[src/include/instr_timing_pkg.sv]
// constants, types and helpers shared by the instruction cycle timing block
package instr_timing_pkg;

    ////////////////////////////////////////////////////////////////////////////
    // timing
    localparam int unsigned  SYS_CLOCK_MHZ    = 125;      // system clock rate
    localparam int unsigned  CLOCKS_PER_INSTR = 4;        // system clocks per instruction cycle
    localparam logic [1:0]   PHASE_FIRST      = 2'h0;
    localparam logic [1:0]   PHASE_LAST       = 2'(CLOCKS_PER_INSTR - 1);
    localparam logic [1:0]   PHASE_STEP       = 2'h1;

    ////////////////////////////////////////////////////////////////////////////
    // data memory map as seen by this block
    localparam logic [7:0]   PROGRAM_COUNTER_LOW_BYTE_ADDR = 8'h06;
    localparam logic [7:0]   BYTE_ZERO        = 8'h00;
    localparam logic [7:0]   BYTE_ONE         = 8'h01;
    localparam logic [7:0]   ACC_RESET        = 8'h00;

    ////////////////////////////////////////////////////////////////////////////
    // types
    typedef enum logic [4:0] {
        nop_op,
        transfer_op_to_acc,
        transfer_op_to_mem,
        transfer_op_imm,
        add_mem_op,
        add_imm_op,
        adc_op,
        sub_mem_op,
        sub_imm_op,
        sbc_op,
        plus_one_op,
        plus_one_to_acc_op,
        minus_one_op,
        minus_one_to_acc_op,
        clear_op,
        jump_op,
        call_op,
        return_op,
        interrupt_return_op,
        table_read_op,
        skip_if_zero_op
    } op_t;

    typedef enum logic [1:0] {
        alu_add,
        alu_adc,
        alu_sub,
        alu_sbc
    } alu_mode_t;

    typedef struct packed {
        op_t        op;
        logic [7:0] addr;
        logic [7:0] imm;
    } instr_t;

    typedef struct packed {
        logic z;
        logic c;
        logic ac;
        logic ov;
    } flags_t;

    localparam flags_t FLAGS_RESET = '0;

    ////////////////////////////////////////////////////////////////////////////
    // helpers
    // true when the instruction writes its result to data memory
    function automatic logic writes_mem(input op_t op);
        case (op)
            transfer_op_to_mem, plus_one_op, minus_one_op, clear_op: writes_mem = 1'b1;
            default: writes_mem = 1'b0;
        endcase
    endfunction : writes_mem

    // true when the instruction needs a second instruction cycle
    function automatic logic needs_extra(input op_t op, input logic [7:0] addr,
                                         input logic [7:0] rdata);
        case (op)
            jump_op, call_op, return_op, interrupt_return_op, table_read_op: needs_extra = 1'b1;
            skip_if_zero_op: needs_extra = (rdata == BYTE_ZERO);
            default: needs_extra = writes_mem(op) && (addr == PROGRAM_COUNTER_LOW_BYTE_ADDR);
        endcase
    endfunction : needs_extra

    // true for the ops that use the immediate operand
    function automatic logic uses_imm(input op_t op);
        uses_imm = (op == add_imm_op) || (op == sub_imm_op) || (op == transfer_op_imm);
    endfunction : uses_imm

endpackage : instr_timing_pkg

[src/rtl/byte_adder.sv]
// eight-bit adder and subtractor with carry, borrow, half carry and overflow
`timescale 1ns/1ns
`default_nettype none

module byte_adder (
    // operands
    input  wire logic [7:0]                  a,
    input  wire logic [7:0]                  b,
    input  wire logic                        carry_in,
    input  wire instr_timing_pkg::alu_mode_t mode,
    // results
    output logic      [7:0]                  result,
    output instr_timing_pkg::flags_t         flags
);

    logic       is_sub;
    logic       use_carry;
    logic [7:0] b_eff;
    logic       cin_eff;
    logic [8:0] sum9;
    logic [4:0] low5;

    ////////////////////////////////////////////////////////////////////////////
    // subtraction is addition of the inverted operand
    assign is_sub    = (mode == instr_timing_pkg::alu_sub) || (mode == instr_timing_pkg::alu_sbc);
    assign use_carry = (mode == instr_timing_pkg::alu_adc) || (mode == instr_timing_pkg::alu_sbc);
    assign b_eff     = is_sub ? ~b : b;
    assign cin_eff   = is_sub ? ~(use_carry & carry_in) : (use_carry & carry_in);

    // nine-bit sum keeps the carry out of bit 7
    assign sum9   = {1'b0, a} + {1'b0, b_eff} + {8'h00, cin_eff};
    assign low5   = {1'b0, a[3:0]} + {1'b0, b_eff[3:0]} + {4'h0, cin_eff};
    assign result = sum9[7:0];

    // carry flag holds carry on add and borrow on subtract
    assign flags.c  = is_sub ? ~sum9[8] : sum9[8];
    assign flags.ac = is_sub ? ~low5[4] : low5[4];
    assign flags.ov = (a[7] == b_eff[7]) && (sum9[7] != a[7]);
    assign flags.z  = (sum9[7:0] == instr_timing_pkg::BYTE_ZERO);

endmodule : byte_adder

`default_nettype wire

[src/rtl/instr_cycle_timing.sv]
// instruction cycle sequencer and accumulator datapath of the core
`timescale 1ns/1ns
`default_nettype none

//Function
// - ordinary instructions finish in one instruction cycle
// - branch, call and table read instructions take two instruction cycles
// - one instruction cycle is four system clock cycles
// - jump, call, return, interrupt return and table read get one extra cycle
// - writing the program counter low byte acts as a jump, one extra cycle
// - a taken skip costs one extra cycle, an untaken skip none
// - moves: memory to accumulator, accumulator to memory, immediate to accumulator
// - adder flags carry above 255 and borrow below 0
// - add-one and subtract-one instructions on a given operand
// - add, subtract and carry forms update zero, carry, half carry, overflow
module instr_cycle_timing (
    // clock and reset
    input  wire logic                     clock,
    input  wire logic                     rst_n,
    // instruction and operand from the core
    input  wire logic                     instr_valid,
    input  wire instr_timing_pkg::instr_t instr,
    input  wire logic [7:0]               mem_rdata,
    // sequencing status
    output logic                          cycle_end,
    output logic                          instr_done,
    output logic                          extra_cycle,
    output logic                          flow_change,
    // data memory write
    output logic                          mem_we,
    output logic [7:0]                    mem_addr,
    output logic [7:0]                    mem_wdata,
    // accumulator and flags
    output logic [7:0]                    acc,
    output instr_timing_pkg::flags_t      flags
);

    typedef struct packed {
        logic [1:0]               phase;
        logic                     extra;
        logic                     cycle_end;
        logic                     instr_done;
        logic                     flow_change;
        logic                     mem_we;
        logic [7:0]               mem_addr;
        logic [7:0]               mem_wdata;
        logic [7:0]               acc;
        instr_timing_pkg::flags_t flags;
    } state_t;

    state_t                       state_reg;
    state_t                       state_next;
    logic [7:0]                   alu_b;
    logic [7:0]                   alu_result;
    instr_timing_pkg::flags_t     alu_flags;
    instr_timing_pkg::alu_mode_t  alu_mode;
    logic [7:0]                   plus_one;
    logic [7:0]                   minus_one;
    logic                         take;

    ////////////////////////////////////////////////////////////////////////////
    // adder operand select
    assign alu_b     = instr_timing_pkg::uses_imm(instr.op) ? instr.imm : mem_rdata;
    assign plus_one  = mem_rdata + instr_timing_pkg::BYTE_ONE;
    assign minus_one = mem_rdata - instr_timing_pkg::BYTE_ONE;
    // an instruction is taken on the last clock of a cycle that is not a dummy
    assign take      = (state_reg.phase == instr_timing_pkg::PHASE_LAST) && !state_reg.extra
                       && instr_valid;

    // adder mode from the opcode
    always_comb begin
        case (instr.op)
            instr_timing_pkg::adc_op:     alu_mode = instr_timing_pkg::alu_adc;
            instr_timing_pkg::sub_mem_op: alu_mode = instr_timing_pkg::alu_sub;
            instr_timing_pkg::sub_imm_op: alu_mode = instr_timing_pkg::alu_sub;
            instr_timing_pkg::sbc_op:     alu_mode = instr_timing_pkg::alu_sbc;
            default:                      alu_mode = instr_timing_pkg::alu_add;
        endcase
    end

    byte_adder u_adder (
        .a        (state_reg.acc),
        .b        (alu_b),
        .carry_in (state_reg.flags.c),
        .mode     (alu_mode),
        .result   (alu_result),
        .flags    (alu_flags)
    );

    ////////////////////////////////////////////////////////////////////////////
    // next state: phase counter, extra cycle and execution
    always_comb begin
        state_next             = state_reg;
        state_next.cycle_end   = 1'b0;
        state_next.instr_done  = 1'b0;
        state_next.flow_change = 1'b0;
        state_next.mem_we      = 1'b0;
        state_next.phase       = state_reg.phase + instr_timing_pkg::PHASE_STEP;
        if (state_reg.phase == instr_timing_pkg::PHASE_LAST) begin
            state_next.cycle_end = 1'b1;
            if (state_reg.extra) begin
                state_next.extra = 1'b0;
            end else if (take) begin
                state_next.instr_done  = 1'b1;
                state_next.extra       = instr_timing_pkg::needs_extra(instr.op, instr.addr,
                                                                      mem_rdata);
                state_next.flow_change = state_next.extra;
                state_next.mem_addr    = instr.addr;
                case (instr.op)
                    instr_timing_pkg::transfer_op_to_acc: begin
                        state_next.acc = mem_rdata;
                    end
                    instr_timing_pkg::transfer_op_imm: begin
                        state_next.acc = instr.imm;
                    end
                    instr_timing_pkg::transfer_op_to_mem: begin
                        state_next.mem_we    = 1'b1;
                        state_next.mem_wdata = state_reg.acc;
                    end
                    instr_timing_pkg::add_mem_op, instr_timing_pkg::add_imm_op,
                    instr_timing_pkg::adc_op, instr_timing_pkg::sub_mem_op,
                    instr_timing_pkg::sub_imm_op, instr_timing_pkg::sbc_op: begin
                        state_next.acc   = alu_result;
                        state_next.flags = alu_flags;
                    end
                    instr_timing_pkg::plus_one_op: begin
                        state_next.mem_we    = 1'b1;
                        state_next.mem_wdata = plus_one;
                        state_next.flags.z   = (plus_one == instr_timing_pkg::BYTE_ZERO);
                    end
                    instr_timing_pkg::plus_one_to_acc_op: begin
                        state_next.acc     = plus_one;
                        state_next.flags.z = (plus_one == instr_timing_pkg::BYTE_ZERO);
                    end
                    instr_timing_pkg::minus_one_op: begin
                        state_next.mem_we    = 1'b1;
                        state_next.mem_wdata = minus_one;
                        state_next.flags.z   = (minus_one == instr_timing_pkg::BYTE_ZERO);
                    end
                    instr_timing_pkg::minus_one_to_acc_op: begin
                        state_next.acc     = minus_one;
                        state_next.flags.z = (minus_one == instr_timing_pkg::BYTE_ZERO);
                    end
                    instr_timing_pkg::clear_op: begin
                        state_next.mem_we    = 1'b1;
                        state_next.mem_wdata = instr_timing_pkg::BYTE_ZERO;
                    end
                    default: begin
                        state_next.mem_we = 1'b0; // control transfer handled by the core
                    end
                endcase
            end
        end
    end

    // state register
    always_ff @(posedge clock or negedge rst_n) begin
        if (!rst_n) begin
            state_reg       <= '0;
            state_reg.acc   <= instr_timing_pkg::ACC_RESET;
            state_reg.flags <= instr_timing_pkg::FLAGS_RESET;
            state_reg.phase <= instr_timing_pkg::PHASE_FIRST;
        end else begin
            state_reg <= state_next;
        end
    end

    // outputs straight from the state register
    assign cycle_end   = state_reg.cycle_end;
    assign instr_done  = state_reg.instr_done;
    assign extra_cycle = state_reg.extra;
    assign flow_change = state_reg.flow_change;
    assign mem_we      = state_reg.mem_we;
    assign mem_addr    = state_reg.mem_addr;
    assign mem_wdata   = state_reg.mem_wdata;
    assign acc         = state_reg.acc;
    assign flags       = state_reg.flags;

    ////////////////////////////////////////////////////////////////////////////
    // checks
    property p_single_cycle;
        @(posedge clock) disable iff (!rst_n)
        instr_done && !instr_timing_pkg::needs_extra($past(instr.op), $past(instr.addr),
                                                     $past(mem_rdata)) |-> !extra_cycle;
    endproperty
    a_single_cycle: assert property (p_single_cycle) else $error("ordinary op got extra cycle");

    property p_two_cycles;
        @(posedge clock) disable iff (!rst_n)
        instr_done && extra_cycle |=> (!instr_done)[*7];
    endproperty
    a_two_cycles: assert property (p_two_cycles) else $error("two-cycle op ended early");

    property p_four_clocks;
        @(posedge clock) disable iff (!rst_n)
        cycle_end |=> (!cycle_end)[*3] ##1 cycle_end;
    endproperty
    a_four_clocks: assert property (p_four_clocks) else $error("cycle not four clocks");

    property p_branch_extra;
        @(posedge clock) disable iff (!rst_n)
        instr_done && ($past(instr.op) inside {instr_timing_pkg::jump_op,
            instr_timing_pkg::call_op, instr_timing_pkg::return_op,
            instr_timing_pkg::interrupt_return_op, instr_timing_pkg::table_read_op})
        |-> extra_cycle && flow_change;
    endproperty
    a_branch_extra: assert property (p_branch_extra) else $error("branch without extra");

    property p_pcl_write;
        @(posedge clock) disable iff (!rst_n)
        mem_we && (mem_addr == instr_timing_pkg::PROGRAM_COUNTER_LOW_BYTE_ADDR)
        |-> extra_cycle && flow_change;
    endproperty
    a_pcl_write: assert property (p_pcl_write) else $error("pcl write without extra");

    property p_skip;
        @(posedge clock) disable iff (!rst_n)
        instr_done && ($past(instr.op) == instr_timing_pkg::skip_if_zero_op)
        |-> extra_cycle == ($past(mem_rdata) == instr_timing_pkg::BYTE_ZERO);
    endproperty
    a_skip: assert property (p_skip) else $error("skip timing wrong");

    property p_move_imm;
        @(posedge clock) disable iff (!rst_n)
        instr_done && ($past(instr.op) == instr_timing_pkg::transfer_op_imm)
        |-> acc == $past(instr.imm) && !mem_we;
    endproperty
    a_move_imm: assert property (p_move_imm) else $error("immediate move wrong");

    property p_add_carry;
        @(posedge clock) disable iff (!rst_n)
        instr_done && ($past(instr.op) == instr_timing_pkg::add_mem_op)
        |-> flags.c == (({1'b0, $past(state_reg.acc)} + {1'b0, $past(mem_rdata)}) > 9'h0ff);
    endproperty
    a_add_carry: assert property (p_add_carry) else $error("add carry wrong");

    property p_sub_borrow;
        @(posedge clock) disable iff (!rst_n)
        instr_done && ($past(instr.op) == instr_timing_pkg::sub_mem_op)
        |-> flags.c == ($past(mem_rdata) > $past(state_reg.acc));
    endproperty
    a_sub_borrow: assert property (p_sub_borrow) else $error("sub borrow wrong");

    property p_inc_acc;
        @(posedge clock) disable iff (!rst_n)
        instr_done && ($past(instr.op) == instr_timing_pkg::plus_one_to_acc_op)
        |-> acc == 8'($past(mem_rdata) + 8'h01) && !mem_we;
    endproperty
    a_inc_acc: assert property (p_inc_acc) else $error("increment to acc wrong");

    property p_zero_flag;
        @(posedge clock) disable iff (!rst_n)
        instr_done && ($past(instr.op) inside {instr_timing_pkg::add_mem_op,
            instr_timing_pkg::adc_op, instr_timing_pkg::sub_mem_op})
        |-> flags.z == (acc == 8'h00);
    endproperty
    a_zero_flag: assert property (p_zero_flag) else $error("zero flag wrong");

    property p_dec_mem;
        @(posedge clock) disable iff (!rst_n)
        instr_done && ($past(instr.op) == instr_timing_pkg::minus_one_op)
        |-> mem_we && mem_wdata == 8'($past(mem_rdata) - 8'h01) && acc == $past(state_reg.acc);
    endproperty
    a_dec_mem: assert property (p_dec_mem) else $error("decrement to memory wrong");

endmodule : instr_cycle_timing

`default_nettype wire

[config.mk]
export PLATFORM = sky130hd
export DESIGN_NAME = instr_cycle_timing
export DESIGN_NICKNAME = d
export VERILOG_FILES = /design/src/include/instr_timing_pkg.sv /design/src/rtl/byte_adder.sv /design/src/rtl/instr_cycle_timing.sv
export SDC_FILE = /design/constraint.sdc
export NUM_CORES = 1
export LEC_CHECK = 0
export ABC_AREA = 1
export BUFFER_PORTS_ARGS = -buffer_cell sky130_fd_sc_hd__buf_2
export CAP_MARGIN = 20
export CORE_MARGIN = 4
export CORE_UTILIZATION = 40
export DETAILED_ROUTE_END_ITERATION = 8
export PLACE_DENSITY_LB_ADDON = 0.05
export SETUP_SLACK_MARGIN = 0.02
export SLEW_MARGIN = 20
export SYNTH_ARGS = -nofsm -noshare
export SYNTH_HDL_FRONTEND = slang
export SYNTH_SLANG_ARGS = --single-unit
[constraint.sdc]
create_clock -name clock -period 2.8 [get_ports clock]
set_input_delay 0.56 -clock clock [delete_from_list [all_inputs] [get_ports clock]]
set_output_delay 0.56 -clock clock [all_outputs]
set_load 0.01 [all_outputs]
== Word-level counts from Yosys, hierarchy flattened ==
Cells that the tools add are included.
Operators by class
  $add $sub $neg: 7
  eq/ne operators: 27
  mux-type cells: 21
  bitwise gates (word level): 6
  reductions and logical operators: 28
Operators by type and width (count)
  $mux W31: 2
  $eq A5 B4 Y1 const B: 8
  $pmux W8 S5: 1
  $logic_not A8 Y1: 4
  $mux W32: 1
  $pmux W8 S4: 1
  $eq A5 B5 Y1 const B: 5
  $eq A5 B3 Y1 const B: 4
  $mux W8: 2
  $reduce_and A4 Y1: 4
  $reduce_or A6 Y1: 2
  $eq A5 B2 Y1 const B: 2
  $mux W1: 10
  $add A8 B8 Y9: 1
  $add A9 B1 Y9: 1
  $add A8 B1 Y8 const B: 1
  $eq A8 B3 Y1 const B: 1
  $not A8 Y8: 1
  $sub A8 B1 Y8 const B: 1
  $eq A2 B2 Y1 const B: 3
  $pmux W2 S3: 1
  $reduce_or A2 Y1: 3
  $add A4 B4 Y5: 1
  $add A5 B1 Y5: 1
  19 further kinds: 28
Word-level totals
  register bits: 35
  input bits: 32
  output and inout bits: 33

== Logic depth before layout (Yosys ltp) ==
Gate-level depths: netlist of run 1.
  depth after elaboration: 15
  depth in mapped cells: 23
  gate-level depth less buffers: 22

== By module ==
From an unflattened synthesis of run 1, not the netlist that was laid out.
Second synthesis, totals
  cell total of the unflattened synthesis: 503
  area, all modules: 3355.7 um2
Modules (own cells, without submodules)
  instr_cycle_timing: times used 1, cells each 406, area an instance 2720.1 um2
  byte_adder: times used 1, cells each 97, area an instance 635.6 um2

== Least setup slack after synthesis of run 1 ==
No wires, ideal clock.
  kind: input to register
  from: input port instr[19] (netlist name)
  to: register flags[3] (netlist name)
  library setup time: 0.071 ns
  arrival time: 2.942 ns
  setup slack: -0.213 ns
  cell stages on the path: 22
  cells stage by stage: nor2_1 > nand2_2 > nor2_4 > inv_2 > o221ai_4 > buf_6 > nand2_2 > o21ai_2 > xor2_1 > fa_1 > inv_1 > fa_1 > inv_1 > nor2_1 > nand2_1 > nor2_1 > nand2_1 > nor2_1 > nand3_1 > nor2_1 > nor2_1 > nor2_1
Between the ends
  cells in the longest elaborated chain, start to end: 11
Ends and longest elaborated chain
  start, declared: line instr_cycle_timing.sv:22  | input wire instr_timing_pkg::instr_t instr,
  parallel branches: the longest is 11 deep, another holds $add A8 B8 Y9
Parallel ways; which one is timed is not known.
A chain may end at the register's enable or synchronous reset.

== Worst setup path after layout of run 1 ==
  from: input port instr[19] (netlist name)
  to: register flags[3] (netlist name)
Between the ends
  cells in the longest elaborated chain, start to end: 11
Ends and longest elaborated chain
  parallel branches: the longest is 11 deep, another holds $add A8 B8 Y9
Parallel ways; which one is timed is not known.

==> results.json, run 1 <==
{
  "clkLatencyLatePin_ps": 280,
  "crit_family": "simple AND/OR/NAND/NOR gates",
  "synth_commonest_cells": "nand2_1, inv_1, nor2_1, nand3_1, dfrtp_1",
  "route.detailed.drc": 0,
  "route.vias.total": 3465,
  "std_cell_rows": 32,
  "cp_slowest_cell": "fa_2",
  "grt_pass1_vias": 3336,
  "routed_wl_um": 10600,
  "hp-class": "in -> async",
  "rsz0062_at_grt": "yes",
  "crit_top_cell": "nor2_1",
  "worst-path-buf-inv": 5,
  "grt_max_degree": 36,
  "num_antenna_cells": 0,
  "drive_gt1_share_pct": 31.3,
  "ir_drop_mv": 0.177,
  "hold_viol_final": 0,
  "power_switching_uw": 801,
  "yosysSeqAreaShare_pct": 27.0,
  "intPower_uw": 1180,
  "worst_pin_slew_ps": 767,
  "area_growth_pct": 26.6,
  "cts_made_buffers": 5,
  "min_period_ps": 2890,
  "die_w_um": 98.0,
  "clock_path_buffers": 2,
  "period_share_pct": 103,
  "syn_nets": 545,
  "final_nets": 631,
  "ys_ff_latch": 35,
  "start_util_pct": 41.5,
  "routed.top_layer": "met4",
  "wl_per_cell_um": 15.4,
  "endpoint_kind": "flop",
  "cellPowerDensity_nw_per_um2": 483,
  "antenna_found_initial": 0,
  "fmax_mhz": 347,
  "worstPathRequired_ps": 3010,
  "cp_cell_sequence": "buf_12 -> clkinv_8 -> nand2_4 -> inv_4 -> nand2_4 -> o221ai_4 -> nand2_2 -> o21ai_4 -> xor2_2 -> fa_2 -> inv_2 -> fa_2 -> inv_2 -> nor2_2 -> nand2_1 -> nor2_1 -> nand2_1 -> nor2_2 -> nand3_1 -> nor2_1 -> nor2_1 -> nor2_1",
  "syn_area_um2": 3240,
  "io_buffers": 64,
  "rrSetupSlack_ps": 410,
  "final.setup.worst_slack_ps": -85.0,
  "ctsHoldBuffers": 0,
  "yosys_warnings": 0,
  "ios": 65,
  "clk_pin_slew_ps": 70,
  "combPwrFrac_pct": 49.0,
  "synth_top_area_share_pct": 27.0,
  "drt_iter0_markers": 178,
  "synthTopCellsByArea": "dfrtp_1, nand2_1, inv_1",
  "violations": "negative setup slack",
  "die_height_um": 98.0,
  "grt_overflow": 0,
  "post-synth-top-area-cell": "dfrtp_1",
  "synth.avg_cell_area_um2": 6.52,
  "dp_hpwl_um": 8340,
  "swShare_pct": 40.5,
  "sequentialPowerShare_pct": 33.6,
  "cp_max_fo": 6,
  "start_kind": "input pin",
  "finalPower_uw": 1980,
  "synth.most_common_cell": "nand2_1",
  "clockPowerShare_pct": 17.4,
  "coreArea_um2": 7810,
  "p_leak_uw": 0.00220,
  "cts_sinks": 35,
  "clockRootBuffer": "clkbuf_8",
  "wl_met3_um": 714,
  "routed_via_density": 5.05,
  "fin_worst_skew_ps": 9.18,
  "finalNonFillerCells": 686,
  "cp_slowest_stage_delay_ps": 560,
  "maxCapViolations": 0,
  "synth-edff-count": 0,
  "syn_inst": 497,
  "grt_usage_pct": 21.9,
  "arrival_ps": 3090,
  "die_area_um2": 9610,
  "ant_nets": 0,
  "wl_met2_um": 4650,
  "slew_headroom_pct": 48.9,
  "cts_tree": "yes",
  "drv_slew": 0,
  "grt_pass1_wl_um": 16900,
  "async_reset_ff_share_pct": 100,
  "htree_levels": 2,
  "crit_type": "in -> reg",
  "fin_tns_setup_ps": -85.0,
  "synth_flop_cell": "dfrtp_1",
  "setup_viol": 1,
  "ys_types": 34,
  "gp_congestion": 0.912,
  "outcome": "finished, violations left",
  "dr.pass1.iters": 5,
  "place_inst": 666,
  "wl_met1_um": 4950
}
through the flow:
stage               hold WS (ps)  area, um^2  setup slack [ps]  util [%]
finish                       352        4100             -85.0      52.5
global placement             413        3740              -385      47.9
detailed placement           418        3740              -426      47.9
CTS                          382        3950             -86.0      50.5
global route                 420        4100              -275      52.5
floorplan                    264        3250              -161         -
routing by layer:
layer	vias up	track usage (%)
met5	-	0
met4	0	7.56
met3	21	3.14
li1	1726	-
met2	141	33.0
met1	1577	31.9
logic make-up (layout without fill, tap and decap cells):
family | count (synthesis) | in the layout | share of synthesized area [%]
AOI/OAI and AO/OA | 68 | 68 | 13.2
xor gates and xnor gates | 10 | 10 | 2.70
adders and majority gates | 16 | 16 | 6.64
buffers and inverters | 104 | 191 | 15.9
DFF | 35 | 35 | 27.0
and+or+nand+nor | 264 | 264 | 34.5
worst register-to-register path, cell delays in order (launching register included):
cell     delay [ps]
dfrtp_1         450
nand2_2         120
xor2_2          170
fa_2            240
inv_2            40
fa_2            560
inv_2            40
nor2_2           70
nand2_1          50
nor2_1          100
nand2_1          70
nor2_2           80
nand3_1          70
nor2_1          120
nor2_1           60
nor2_1           80
cell type report:
| cell class | count | area, um^2 |
|---|---|---|
| Multi-Input combinational cell | 358 | 1980 |
| Sequential cell | 35 | 876 |
| Timing Repair Buffer | 116 | 762 |
| Inverter | 67 | 274 |
| Fill cell | 823 | 3700 |
| Clock inverter | 1 | 5.00 |
| Tap cell | 102 | 128 |
| Clock buffer | 7 | 76.3 |
final timing paths:
| kind | start | end | cells after the start |
|---|---|---|---|
| worst max register to register | flags[2] | flags[3] | 15 |
| min in group clock | state_reg[33] | state_reg[33] | 1 |
| worst min register to register | state_reg[33] | state_reg[33] | 1 |
| max in group asynchronous | rst_n | acc[6] | 1 |
| worst max-delay path | instr[19] | flags[3] | 22 |
| worst min-delay path | rst_n | mem_addr[7] | 1 |
layout by cell type (no fill, tap or decap), types with 15 or more instances in the layout:
cell / synthesis / final
nand2_2: 7 / 15
dfrtp_1: 35 / 35
inv_1: 59 / 51
nand3_1: 36 / 33
o21ai_0: 20 / 19
nor2_1: 44 / 38
nand2_1: 156 / 147
buf_2: 5 / 59
buf_4: 28 / 49
power groups by stage:
stage | clock [uW] | sequential, uW | combinational (uW)
6_report | 344 | 665 | 971
5_1_grt | 378 | 676 | 1090
4_1_cts | 358 | 665 | 907
3_5_place_dp | 0 | 673 | 874
3_3_place_gp | 0 | 673 | 870
2_1_floorplan | 0 | 639 | 624
repair_timing:
action,CTS,global route
pin swaps,15,19
endpoints found under the setup margin,5,9
buffers inserted,7,5
gates resized for setup,28,32
Power figures use the tool's default switching activity.
==> run 2: changes to the inputs <==
- MAX_ROUTING_LAYER: not set -> met4
- SKIP_LAST_GASP: not set -> 1
- SLEW_MARGIN: 20 -> 30
==> run 2 against run 1 <==
  * The flow now finishes without violations
  * Total power up 7.6%
  * Final area up 2.2%
  * Global-route usage up 0.83 points
  * Cell count down 0.15%
  * Clock skew down 7.3 ps
  * Sequential cell count unchanged
  * Non-clock buffer count down 1
  * Highest routed layer unchanged
  * Clock-buffer cell count down 2
  * First-iteration DRC count up 15%
  * Die area unchanged
  * Sequential share of layout area down 0.46 points
==> results.json, run 2 (same netlist as run 1, synthesis figures left out) <==
{
  "outcome": "complete, no violations",
  "hold_viol_final": 0,
  "hp-class": "in -> async",
  "crit_type": "in -> reg",
  "arrival_ps": 3020,
  "dr.pass1.iters": 5,
  "drive_gt1_share_pct": 33.4,
  "min_period_ps": 2800,
  "gp_congestion": 0.925,
  "swShare_pct": 39.4,
  "coreArea_um2": 7810,
  "clockRootBuffer": "clkbuf_8",
  "p_leak_uw": 0.00224,
  "cp_max_fo": 6,
  "htree_levels": 2,
  "startpoint": "instr[19]",
  "ios": 65,
  "fin_tns_setup_ps": 0,
  "cts_sinks": 35,
  "holdWs_ps": 340,
  "area_growth_pct": 29.4,
  "sequentialPowerShare_pct": 31.4,
  "power_switching_uw": 840,
  "route.vias.total": 3458,
  "grt_pass1_vias": 3252,
  "start_util_pct": 41.5,
  "clkLatencyLatePin_ps": 280,
  "crit_end": "flags[3]",
  "combPwrFrac_pct": 47.6,
  "routed_wl_um": 10700,
  "maxCapViolations": 0,
  "clk_pin_slew_ps": 70,
  "final_common_cell": "nand2_1",
  "slew_headroom_pct": 49.4,
  "drt_iter0_markers": 205,
  "die_area_um2": 9610,
  "endpoint_kind": "flop",
  "ant_nets": 0,
  "dp_hpwl_um": 8580,
  "setup_viol": 0,
  "intPower_uw": 1290,
  "route.detailed.drc": 0,
  "period_share_pct": 99.8,
  "wl_per_cell_um": 15.7,
  "grt_max_degree": 36,
  "r2r_end": "flags[3]",
  "antenna_found_initial": 0,
  "grt_usage_pct": 22.7,
  "num_antenna_cells": 0,
  "start_kind": "input pin",
  "drv_slew": 0,
  "clock_path_buffers": 2,
  "fin_worst_skew_ps": 1.93,
  "clockPowerShare_pct": 21.0,
  "reg2reg_from": "flags[2]",
  "std_cell_rows": 32,
  "die_height_um": 98.0,
  "post-route-util_pct": 53.7,
  "worstPathRequired_ps": 3020,
  "most-common-layout-cells": "nand2_1, buf_2, inv_1",
  "rr_worst_depth": 15,
  "finalPower_uw": 2130,
  "final_nets": 630,
  "cellPowerDensity_nw_per_um2": 508,
  "cts_made_buffers": 5,
  "fmax_mhz": 358,
  "grt_pass1_wl_um": 16900,
  "ir_drop_mv": 0.259,
  "worst_pin_slew_ps": 760,
  "die_w_um": 98.0,
  "rsz0062_at_grt": "yes",
  "io_buffers": 64,
  "cts_tree": "yes",
  "routed_via_density": 5.05,
  "rrSetupSlack_ps": 470,
  "grt_overflow": 0
}
-- run 2: cell count changes in the layout (fill, tap and decap cells not counted), sizes merged --
cell	change
buf	-1
bufinv	+1
clkbuf	-2
clkinv	+1
-- run 2: worst max-delay path, cell delays in order --
cell and delay, ps:
buf_12 120, clkinv_4 40, nand2_4 40, inv_2 80, nand2_4 60, o221ai_4 230, nand2_2 90, o21ai_2 70
xor2_1 190, fa_2 240, inv_2 40, fa_2 520, inv_2 40, nor2_2 80, nand2_1 50, nor2_1 90
nand2_1 60, nor2_2 100, nand3_1 80, nor2_1 90, nor2_1 50, nor2_1 70
-- run 2: cell type report --
cell class / instances / area (um^2)
clock buffers: 5 / 68.8
clock inverters: 3 / 43.8
fillers: 800 / 3610
inverters: 67 / 267
multi-input cells: 358 / 2030
flip-flops and latches: 35 / 876
well taps: 102 / 128
repair buffers: 115 / 783
-- run 2: stage by stage --
step / instances / cell area (um^2) / setup WS (ps)
2_1_floorplan: 497 / 3250 / -161
5_1_grt: 685 / 4190 / -217
6_report: 685 / 4190 / 4.51
3_3_place_gp: 664 / 3730 / -315
3_5_place_dp: 664 / 3730 / -369
4_1_cts: 676 / 3930 / -36.3
-- run 2: per-layer routing --
metal | part of all wire [%] | track usage, % | vias to the layer above
li1 | - | - | 1735
met1 | 49 | 32.4 | 1609
met2 | 45 | 34.1 | 105
met3 | 4.7 | 2.71 | 9
met4 | 1.5 | 5.75 | 0
met5 | 0 | - | -
-- run 2: repair_timing --
item                                   in CTS  in global routing
endpoints found under the hold margin       0                  0
gates resized for setup                    21                 53
buffers inserted                            4                  9
hold buffers                                0                  0
pin swaps                                  11                 25
setup endpoints to repair                   5                 10
-- run 2: how the worst min path moves through the flow --
stage | slack (ps) | to | cells past startpoint | from
6_report | 340 | mem_addr[5] | 1 | rst_n
5_1_grt | 390 | mem_addr[5] | 1 | rst_n
4_1_cts | 370 | mem_addr[4] | 1 | rst_n
3_5_place_dp | 420 | state_reg[33] | 1 | state_reg[33]
3_3_place_gp | 420 | state_reg[33] | 1 | state_reg[33]
2_1_floorplan | 260 | acc[0] | 0 | rst_n
-- run 2: power by group through the flow --
stage	Clock, uW	Combinational [uW]	Sequential [uW]
finish	447	1010	668
global route	486	1140	680
CTS	460	902	664
detailed placement	0	878	673
global placement	0	869	673
floorplan	0	624	639
